<file path="config.mk">
export PLATFORM = sky130hd
export DESIGN_NAME = csr_status_regs
export DESIGN_NICKNAME = d
export VERILOG_FILES = /design/src/core/csr_pkg.sv /design/src/core/csr_status_regs.sv
export SDC_FILE = /design/constraint.sdc
export NUM_CORES = 1
export LEC_CHECK = 0
export BUFFER_PORTS_ARGS = -buffer_cell sky130_fd_sc_hd__buf_2
export CORE_MARGIN = 2
export CORE_UTILIZATION = 35
export CTS_BUF_LIST = sky130_fd_sc_hd__clkbuf_8 sky130_fd_sc_hd__clkbuf_16
export DETAILED_ROUTE_END_ITERATION = 16
export GPL_TIMING_DRIVEN = 1
export PLACE_DENSITY_LB_ADDON = 0.2
export SLEW_MARGIN = 20
export SYNTH_ARGS = -nofsm -noshare
export SYNTH_HDL_FRONTEND = slang
export SYNTH_SLANG_ARGS = --single-unit
</file>
<file path="constraint.sdc">
create_clock -name clk -period 1.35 [get_ports clk]
set_input_delay 0.27 -clock clk [delete_from_list [all_inputs] [get_ports clk]]
set_output_delay 0.27 -clock clk [all_outputs]
set_load 0.02 [all_outputs]
</file>
<file path="src/core/csr_pkg.sv">
// Purpose: Constants and types for the charger status register bank
// Assumes: Registers reached through the serial interface register port
// Notes: All values 8 bits wide unless stated
`default_nettype none
package csr_pkg;
  // ----------------------------------------------------------------
  // Register map
  // ----------------------------------------------------------------
  localparam logic [7:0] LOOP_STATUS_OFS = 8'h1D;
  localparam logic [7:0] PHASE_ADAPTER_OFS = 8'h1E;
  localparam logic [7:0] STATUS_RESET = 8'h00;
  localparam logic [7:0] UNMAPPED_DATA = 8'h00;

  // ----------------------------------------------------------------
  // Loop status field positions
  // ----------------------------------------------------------------
  localparam int CONV_DONE_POS = 6;
  localparam int THERMAL_POS = 5;
  localparam int SYS_MIN_POS = 4;
  localparam int CUR_LOOP_POS = 3;
  localparam int VOLT_LOOP_POS = 2;
  localparam int TIMER_POS = 1;
  localparam int WATCHDOG_POS = 0;
  localparam int NUM_EVENTS = 7;

  // ----------------------------------------------------------------
  // Phase and adapter field positions
  // ----------------------------------------------------------------
  localparam int PHASE_LSB = 3;
  localparam int ADAPTER_LSB = 0;

  // Charge phase codes
  localparam logic [1:0] PHASE_IDLE = 2'h0;
  localparam logic [1:0] PHASE_CC = 2'h1;
  localparam logic [1:0] PHASE_CV = 2'h2;
  localparam logic [1:0] PHASE_TOPOFF = 2'h3;

  // Adapter type codes
  localparam logic [2:0] ADP_NONE = 3'h0;
  localparam logic [2:0] ADP_SDP = 3'h1;
  localparam logic [2:0] ADP_CDP = 3'h2;
  localparam logic [2:0] ADP_DCP = 3'h3;
  localparam logic [2:0] ADP_UNKNOWN = 3'h4;
  localparam logic [2:0] ADP_NONSTD = 3'h5;
  localparam logic [2:0] ADP_RESERVED = 3'h6;
  localparam logic [2:0] ADP_BOOST = 3'h7;

  // Live conditions from the control loops and timers
  typedef struct packed {
    logic thermal_active;
    logic sys_min_active;
    logic in_cur_active;
    logic limit_pin_active;
    logic boost_cur_active;
    logic in_volt_active;
    logic boost_volt_active;
    logic timer_expired;
    logic watchdog_expired;
  } csr_loops_s;

  // Operating mode of the power stage
  typedef struct packed {
    logic forward_mode;
    logic boost_mode;
    logic backup_mode;
    logic input_present;
  } csr_mode_s;

  // Adapter detector results
  typedef struct packed {
    logic auto_adapter_detect_enable;
    logic qualified;
    logic [2:0] detected_type;
  } csr_adapter_s;
endpackage : csr_pkg
`default_nettype wire

</file>
<file path="src/core/csr_status_regs.sv">
// Purpose: Charger loop and phase/adapter status registers with event latches
// Assumes: Serial interface engine presents single-cycle register reads
// Notes: Status is sampled every cycle from live conditions
`default_nettype none
module csr_status_regs #(
  parameter bit HAS_ADAPTER_DETECT = 1'b1,
  parameter int DATA_W = 8
) (
  input wire logic clk,
  input wire logic sys_rst,
  input wire csr_pkg::csr_loops_s loops,
  input wire csr_pkg::csr_mode_s mode,
  input wire csr_pkg::csr_adapter_s adapter,
  input wire logic [1:0] charge_phase_in,
  input wire logic conv_continuous,
  input wire logic conv_start,
  input wire logic conv_finish,
  input wire logic reg_rd,
  input wire logic reg_wr,
  input wire logic [7:0] reg_addr,
  input wire logic [DATA_W-1:0] reg_wdata,
  input wire logic [csr_pkg::NUM_EVENTS-1:0] event_clear,
  output logic [DATA_W-1:0] reg_rdata_ff,
  output logic reg_rvalid_ff,
  output logic [DATA_W-1:0] charger_loop_status_ff,
  output logic [DATA_W-1:0] charge_phase_adapter_status_ff,
  output logic [csr_pkg::NUM_EVENTS-1:0] watchdog_event_latch_ff
);
  import csr_pkg::*;

  // Elaboration check on data width
  if (DATA_W != 8) begin : g_bad_width
    $error("csr_status_regs supports only 8-bit registers");
  end

  // ----------------------------------------------------------------
  // Conversion-done tracking
  // ----------------------------------------------------------------
  logic conv_done_ff;
  logic nxt_conv_done;

  // Pending until finish; finish wins over a same-cycle start
  always_comb begin
    nxt_conv_done = conv_done_ff;
    if (conv_start) begin
      nxt_conv_done = 1'b0;
    end
    if (conv_finish) begin
      nxt_conv_done = 1'b1;
    end
    if (conv_continuous) begin
      nxt_conv_done = 1'b0;
    end
  end

  // Conversion-done flop
  always_ff @(posedge clk) begin
    if (sys_rst) begin
      conv_done_ff <= 1'b0;
    end else begin
      conv_done_ff <= nxt_conv_done;
    end
  end

  // ----------------------------------------------------------------
  // Loop status decode
  // ----------------------------------------------------------------
  logic thermal_bit;
  logic system_minimum_bit;
  logic current_loop_bit;
  logic voltage_loop_bit;
  logic charge_timer_expired_bit;
  logic host_watchdog_expired_bit;
  logic [DATA_W-1:0] nxt_loop_status;

  // Per-mode selection of loop indications
  always_comb begin
    thermal_bit = loops.thermal_active;
    system_minimum_bit = mode.forward_mode && loops.sys_min_active;
    current_loop_bit = 1'b0;
    if (mode.forward_mode) begin
      current_loop_bit = loops.in_cur_active || loops.limit_pin_active;
    end else if (mode.boost_mode) begin
      current_loop_bit = loops.boost_cur_active;
    end
    voltage_loop_bit = 1'b0;
    if (mode.forward_mode) begin
      voltage_loop_bit = loops.in_volt_active;
    end else if (mode.boost_mode || mode.backup_mode) begin
      voltage_loop_bit = loops.boost_volt_active;
    end
    charge_timer_expired_bit = loops.timer_expired;
    host_watchdog_expired_bit = loops.watchdog_expired;
  end

  // Pack the first status register; bit 7 stays zero
  always_comb begin
    nxt_loop_status = STATUS_RESET;
    nxt_loop_status[CONV_DONE_POS] = nxt_conv_done;
    nxt_loop_status[THERMAL_POS] = thermal_bit;
    nxt_loop_status[SYS_MIN_POS] = system_minimum_bit;
    nxt_loop_status[CUR_LOOP_POS] = current_loop_bit;
    nxt_loop_status[VOLT_LOOP_POS] = voltage_loop_bit;
    nxt_loop_status[TIMER_POS] = charge_timer_expired_bit;
    nxt_loop_status[WATCHDOG_POS] = host_watchdog_expired_bit;
  end

  // ----------------------------------------------------------------
  // Charge phase and adapter decode
  // ----------------------------------------------------------------
  logic [1:0] charge_phase_field;
  logic [2:0] adapter_type_field;
  logic [DATA_W-1:0] nxt_phase_status;

  // Charge phase passes straight through its two-bit code
  always_comb begin
    unique case (charge_phase_in)
      PHASE_CC: charge_phase_field = PHASE_CC;
      PHASE_CV: charge_phase_field = PHASE_CV;
      PHASE_TOPOFF: charge_phase_field = PHASE_TOPOFF;
      default: charge_phase_field = PHASE_IDLE;
    endcase
  end

  // Adapter type selection per variant
  always_comb begin
    adapter_type_field = ADP_NONE;
    if (mode.boost_mode) begin
      adapter_type_field = ADP_BOOST;
    end else if (!HAS_ADAPTER_DETECT) begin
      if (mode.input_present) begin
        adapter_type_field = ADP_UNKNOWN;
      end else begin
        adapter_type_field = ADP_NONE;
      end
    end else if (!adapter.auto_adapter_detect_enable || !adapter.qualified) begin
      adapter_type_field = ADP_NONE;
    end else begin
      unique case (adapter.detected_type)
        ADP_SDP, ADP_CDP, ADP_DCP, ADP_UNKNOWN, ADP_NONSTD: begin
          adapter_type_field = adapter.detected_type;
        end
        default: begin
          adapter_type_field = ADP_UNKNOWN;
        end
      endcase
    end
  end

  // Pack the second status register; bits 7:5 stay zero
  always_comb begin
    nxt_phase_status = STATUS_RESET;
    nxt_phase_status[PHASE_LSB +: 2] = charge_phase_field;
    nxt_phase_status[ADAPTER_LSB +: 3] = adapter_type_field;
  end

  // ----------------------------------------------------------------
  // Status register flops
  // ----------------------------------------------------------------

  // Live status, never loaded from the write port
  always_ff @(posedge clk) begin
    if (sys_rst) begin
      charger_loop_status_ff <= STATUS_RESET;
      charge_phase_adapter_status_ff <= STATUS_RESET;
    end else begin
      charger_loop_status_ff <= nxt_loop_status;
      charge_phase_adapter_status_ff <= nxt_phase_status;
    end
  end

  // ----------------------------------------------------------------
  // Event latches
  // ----------------------------------------------------------------
  logic [NUM_EVENTS-1:0] prev_cond_ff;
  logic [NUM_EVENTS-1:0] rise;

  // Previous condition levels for edge detection
  always_ff @(posedge clk) begin
    if (sys_rst) begin
      prev_cond_ff <= '0;
    end else begin
      prev_cond_ff <= nxt_loop_status[NUM_EVENTS-1:0];
    end
  end

  assign rise = nxt_loop_status[NUM_EVENTS-1:0] & ~prev_cond_ff;

  // Rising edge sets; a same-cycle clear loses to the set
  always_ff @(posedge clk) begin
    if (sys_rst) begin
      watchdog_event_latch_ff <= '0;
    end else begin
      watchdog_event_latch_ff <= (watchdog_event_latch_ff & ~event_clear) | rise;
    end
  end

  // ----------------------------------------------------------------
  // Register read port
  // ----------------------------------------------------------------
  logic [DATA_W-1:0] nxt_rdata;

  // Address decode; unmapped reads return zero
  always_comb begin
    unique case (reg_addr)
      LOOP_STATUS_OFS: nxt_rdata = charger_loop_status_ff;
      PHASE_ADAPTER_OFS: nxt_rdata = charge_phase_adapter_status_ff;
      default: nxt_rdata = UNMAPPED_DATA;
    endcase
  end

  // Read data and valid; a write in the same cycle cancels the read
  always_ff @(posedge clk) begin
    if (sys_rst) begin
      reg_rdata_ff <= UNMAPPED_DATA;
      reg_rvalid_ff <= 1'b0;
    end else begin
      reg_rvalid_ff <= reg_rd && !reg_wr;
      if (reg_rd && !reg_wr) begin
        reg_rdata_ff <= nxt_rdata;
      end
    end
  end

  // Write data is accepted and dropped
  logic unused_wr;
  assign unused_wr = ^{reg_wr, reg_wdata};

endmodule : csr_status_regs
`default_nettype wire

</file>
==> results of run 1 <==
kinds of logic (layout without fill, tap and decap cells):
logic type,count (synthesis),in the layout,synth area share [%]
DFF,27,27,48.3
and+or+nand+nor,54,54,30.8
AOI/OAI and AO/OA,22,22,14.2
other,1,5,0.335
buffers and inverters,13,79,6.37
state kept, by name (all words and copies together), names as in the netlist:
signal / cells
prev_cond_ff: 6
reg_rdata_ff: 7
conv_done_ff: 1
watchdog_event_latch_ff: 7
charge_phase_adapter_status_ff: 5
reg_rvalid_ff: 1
synthesized netlist by cell type (all sizes together), types with 2 or more instances:
library cell	instances	share of area [%]
nand4	4	2.2
nand2b	8	4.5
buf	7	4.4
nand2	8	2.7
a221o	4	3.6
nor3b	4	2.7
a21oi	7	3.1
nor2b	7	3.9
clkbuf	2	0.67
dfxtp	27	48
nor2	11	3.7
o31ai	2	1.3
inv	3	1.0
a41oi	2	1.6
nor4	2	3.8
metal layers:
| metal | GRT usage [%] | vias to the layer above | share of wire, % |
|---|---|---|---|
| li1 | - | 546 | - |
| met1 | 19.2 | 474 | 45 |
| met2 | 23.0 | 43 | 45 |
| met3 | 2.77 | 5 | 7.8 |
| met4 | 6.52 | 0 | 1.7 |
| met5 | 0 | - | 0 |
worst paths after layout:
check | startpoint | endpoint | slack, ns | cells after the start
worst max-delay path | reg_wr | reg_rdata_ff[4] | 0.16 | 4
worst min-delay path | conv_continuous | conv_done_ff | 0.18 | 2
worst max register to register | reg_rdata_ff[4] | reg_rdata_ff[4] | 0.53 | 2
worst min register to register | watchdog_event_latch_ff[4] | watchdog_event_latch_ff[4] | 0.46 | 2
power by group through the flow:
| stage | sequential [mW] | combinational [mW] | clock [mW] |
|---|---|---|---|
| floorplan | 0.914 | 0.106 | 0 |
| global placement | 0.872 | 0.256 | 0 |
| detailed placement | 0.872 | 0.264 | 0 |
| CTS | 0.854 | 0.264 | 0.450 |
| global route | 0.859 | 0.288 | 0.478 |
| finish | 0.853 | 0.261 | 0.440 |
metrics by stage:
stage	total power, mW	util [%]	std cells
2_1_floorplan	1.02	-	121
3_3_place_gp	1.13	49.1	227
3_5_place_dp	1.14	49.1	227
4_1_cts	1.57	50.6	231
5_1_grt	1.62	50.6	231
6_report	1.55	50.6	231
final cells by class:
cell class                      instances  area [um^2]  area share [%]
Sequential cell                        27          541            35.0
Multi-Input combinational cell         81          523            33.8
Timing Repair Buffer                   71          365            23.6
Tap cell                               44         55.1            3.56
Clock buffer                            3         41.3            2.67
Inverter                                4         15.0           0.972
Clock inverter                          1         5.00           0.324
==> flow_summary.json, run 1 <==
{
  "crit_buf_inv": 1,
  "antennaDiodeCount": 0,
  "synth_edf_count": 0,
  "wl_um": 2600,
  "outcome": "completed",
  "fillers": 333,
  "min_period_ns": 1.19,
  "vias_per_cell": 4.62,
  "clock_latency_ns": 0.26,
  "synthArstFlopShare_pct": 0,
  "finalInstanceArea_mm2": 0.00155,
  "post_cts_resized": 0,
  "crit_family": "simple AND/OR/NAND/NOR gates",
  "port_buffers": 67,
  "power_frac_comb_pct": 16.8,
  "cts_max_path_buffers": 2,
  "cts_buffers": 3,
  "placed_area_mm2": 0.00150,
  "cts_setup_buffers": 0,
  "hold_class": "input port to register",
  "netlist_instances": 117,
  "final_common_cell": "buf_2",
  "place_ws_ns": -0.126,
  "start_util_pct": 36.7,
  "finalSetupViolCount": 0,
  "synth_top_flop_cell": "dfxtp_1",
  "row_count": 20,
  "ant_nets": 0,
  "dr.pass1.iters": 4,
  "mappedNetlistArea_mm2": 0.00112,
  "grt_max_degree": 31,
  "htreeDepth": 1,
  "cts_hold_buf": 0,
  "endpoint_kind": "register",
  "p_clk_share_pct": 28.3,
  "crit_path_max_incr_delay_ns": 0.43,
  "start_kind": "input port",
  "critPathKind": "input port to register",
  "die_x_um": 60.6,
  "drt-wirelength-per-cell_um": 11.3,
  "intPower_mw": 1.15,
  "place_congestion": 0.754,
  "final_cell_mix": "67 x buf_2, 27 x dfxtp_1, 11 x nor2_1",
  "ys_seq_elements": 27,
  "antenna_found_initial": 0,
  "switching_share_pct": 26.0,
  "grt_pass1_vias": 934,
  "vias": 1068,
  "clock_sinks": 27,
  "fin_nets": 238,
  "area_growth_pct": 38.0,
  "cts_tree": "done",
  "cts_root_buffer": "clkbuf_8",
  "drive_gt1_share_pct": 42.2,
  "synth-seq-area-share_pct": 48.3,
  "layout_setup_ws_ns": 0.161,
  "drtIter0Drc": 18,
  "power.switching_mw": 0.403,
  "cp.required_ns": 1.56,
  "track_usage_pct": 14.5,
  "core_area_mm2": 0.00305,
  "drc_errors": 0,
  "dieArea_mm2": 0.00367,
  "yosysWarnings": 0,
  "grt_pass1_wl_um": 4020,
  "cp_max_fo": 4,
  "die_height_um": 60.6,
  "clk_pin_slew_ns": 0.09,
  "crit_chain": "buf_2 > or3b_4 > nor4_4 > a221o_1",
  "skew_ns": 0.000638,
  "fin_crit_sh_pct": 88.0,
  "p_per_area_mw_per_mm2": 1010,
  "hold_violations": 0,
  "grt-ovfl-total": 0,
  "tns_ns": 0,
  "power.share.sequential_pct": 54.9,
  "grt_setup_unrepaired": "false",
  "fmax_ghz": 0.841,
  "slew_viol_final": 0,
  "leakage_nw": 0.763,
  "ios": 82,
  "critical_path_arrival_ns": 1.40,
  "crit_slowest_cell": "or3b_4",
  "timing.max_cap.violations": 0,
  "ir_worst_vdd_v": 0.000405,
  "holdWs_ns": 0.181,
  "netlist-cell-type-count": 35,
  "hpwlAfterDp_um": 2090,
  "avgSynthCellArea_um2": 9.57
}
No activity file was read; power rests on OpenSTA's default activity.
==> run 2: changes to the inputs <==
--- a/config.mk
+++ b/config.mk
@@ -7,11 +7,12 @@
 export LEC_CHECK = 0
 export BUFFER_PORTS_ARGS = -buffer_cell sky130_fd_sc_hd__buf_2
 export CORE_MARGIN = 2
-export CORE_UTILIZATION = 35
+export CORE_UTILIZATION = 37
 export CTS_BUF_LIST = sky130_fd_sc_hd__clkbuf_8 sky130_fd_sc_hd__clkbuf_16
 export DETAILED_ROUTE_END_ITERATION = 16
 export GPL_TIMING_DRIVEN = 1
-export PLACE_DENSITY_LB_ADDON = 0.2
+export PLACE_DENSITY = 0.74
+export SKIP_CTS_REPAIR_TIMING = 1
 export SLEW_MARGIN = 20
 export SYNTH_ARGS = -nofsm -noshare
 export SYNTH_HDL_FRONTEND = slang
==> flow_summary.json, run 2 (synthesis gave the netlist of run 1 again) <==
{
  "p_per_area_mw_per_mm2": 1020,
  "die_x_um": 59.0,
  "drt-wirelength-per-cell_um": 12.1,
  "grt_pass1_vias": 984,
  "reg2reg_slack_ns": 0.51,
  "reg2reg_from": "conv_done_ff",
  "placed_area_mm2": 0.00147,
  "endpoint_kind": "register",
  "fmax_ghz": 0.843,
  "final_common_cell": "buf_2",
  "reg_top3": "reg_rdata_ff x7, watchdog_event_latch_ff x7, prev_cond_ff x6",
  "ant_nets": 0,
  "clock_latency_ns": 0.27,
  "row_count": 19,
  "r2r-end": "watchdog_event_latch_ff[6]",
  "crit_slowest_cell": "or3b_4",
  "critPathKind": "input port to register",
  "route.met2.wl_um": 1250,
  "slew_viol_final": 0,
  "die_height_um": 59.0,
  "outcome": "completed",
  "top_layer": "met4",
  "area_growth_pct": 35.1,
  "cts_root_buffer": "clkbuf_8",
  "track_usage_pct": 14.7,
  "place_congestion": 0.738,
  "clk_pin_slew_ns": 0.08,
  "start_kind": "input port",
  "grt_pass1_wl_um": 3950,
  "drc_errors": 0,
  "fin_nets": 236,
  "hpwlAfterDp_um": 2150,
  "port_buffers": 67,
  "crit_start": "reg_wr",
  "wl_met3_um": 161,
  "min_to": "conv_done_ff",
  "vias": 1073,
  "place_ws_ns": -0.129,
  "cts_tree": "done",
  "vias_per_cell": 4.97,
  "cp_max_fo": 4,
  "hold_class": "input port to register",
  "hold_violations": 0,
  "crit_path_max_incr_delay_ns": 0.43,
  "layout_setup_ws_ns": 0.164,
  "finalInstanceArea_mm2": 0.00151,
  "cts_max_path_buffers": 2,
  "cts_buffers": 3,
  "fin_crit_sh_pct": 87.8,
  "core_area_mm2": 0.00281,
  "wl_um": 2610,
  "ir_worst_vdd_v": 0.000433,
  "leakage_nw": 0.754,
  "antenna_found_initial": 0,
  "timing.max_cap.violations": 0,
  "dieArea_mm2": 0.00348,
  "r2r.worst_path.cells": 2,
  "critical_path_arrival_ns": 1.40,
  "hold_depth": 2,
  "grt_setup_unrepaired": "false",
  "ios": 82,
  "clock_sinks": 27,
  "drtIter0Drc": 59,
  "holdWs_ns": 0.182,
  "drive_gt1_share_pct": 41.1,
  "finalSetupViolCount": 0,
  "final_cell_mix": "67 x buf_2, 27 x dfxtp_1, 11 x nor2_1",
  "start_util_pct": 39.9,
  "grt_max_degree": 31,
  "antennaDiodeCount": 0,
  "grt-ovfl-total": 0,
  "dr.pass1.iters": 4,
  "cp.required_ns": 1.56,
  "min_period_ns": 1.19,
  "htreeDepth": 1,
  "holdCritStartpoint": "conv_continuous",
  "crit_chain": "buf_2 > or3b_4 > nor4_4 > a221o_1",
  "met1Wirelength_um": 1170,
  "skew_ns": 0.000970
}
==> run 2: cell count changes in the layout (fill, tap and decap cells not counted) <==
cell / before / now
inv_1: 3 / 4
clkinv_2: 1 / 0
buf_4: 4 / 2
==> run 2: cell type report <==
type                    instances  area [um^2]
well taps                      31         38.8
multi-input cells              81          523
repair buffers                 69          350
inverters                       4         15.0
clock buffers                   3         41.3
clock inverters                 1         3.75
flip-flops and latches         27          541
fillers                       265         1290
==> run 2: worst max path at each step <==
stage,endpoint,depth (start not counted)
6_report,reg_rdata_ff[3],4
5_1_grt,reg_rdata_ff[4],4
4_1_cts,reg_rdata_ff[3],4
3_5_place_dp,reg_rdata_ff[3],4
3_3_place_gp,reg_rdata_ff[1],4
2_1_floorplan,reg_rdata_ff[1],3
==> run 2: worst max-delay path, delay by kind of cell <==
family	cells	cell delay [ns]
simple gates	2	0.81
compound gates	1	0.21
buf+inv	1	0.11
==> run 2: report_power, final <==
part | total [mW] | leakage [nW] | switching [mW] | internal [mW]
logic | 0.257 | 0.505 | 0.149 | 0.108
registers | 0.855 | 0.222 | 0.0221 | 0.833
clock network | 0.434 | 0.0269 | 0.230 | 0.203
==> run 2: stage by stage <==
step                      cells  setup TNS (ns)  total power [mW]  util, %
after CTS                   216               0              1.56     53.9
after detailed placement    212          -0.496              1.13     52.3
after global routing        216               0              1.60     53.9
after floorplan             121               0              1.02        -
after global placement      212          -0.316              1.12     52.3
final                       216               0              1.55     53.9
==> run 2: metal layers <==
layer	global-route usage, %	vias to the layer above
li1	-	541
met1	17.7	483
met2	26.3	47
met3	2.40	2
met4	4.87	0
met5	0	-
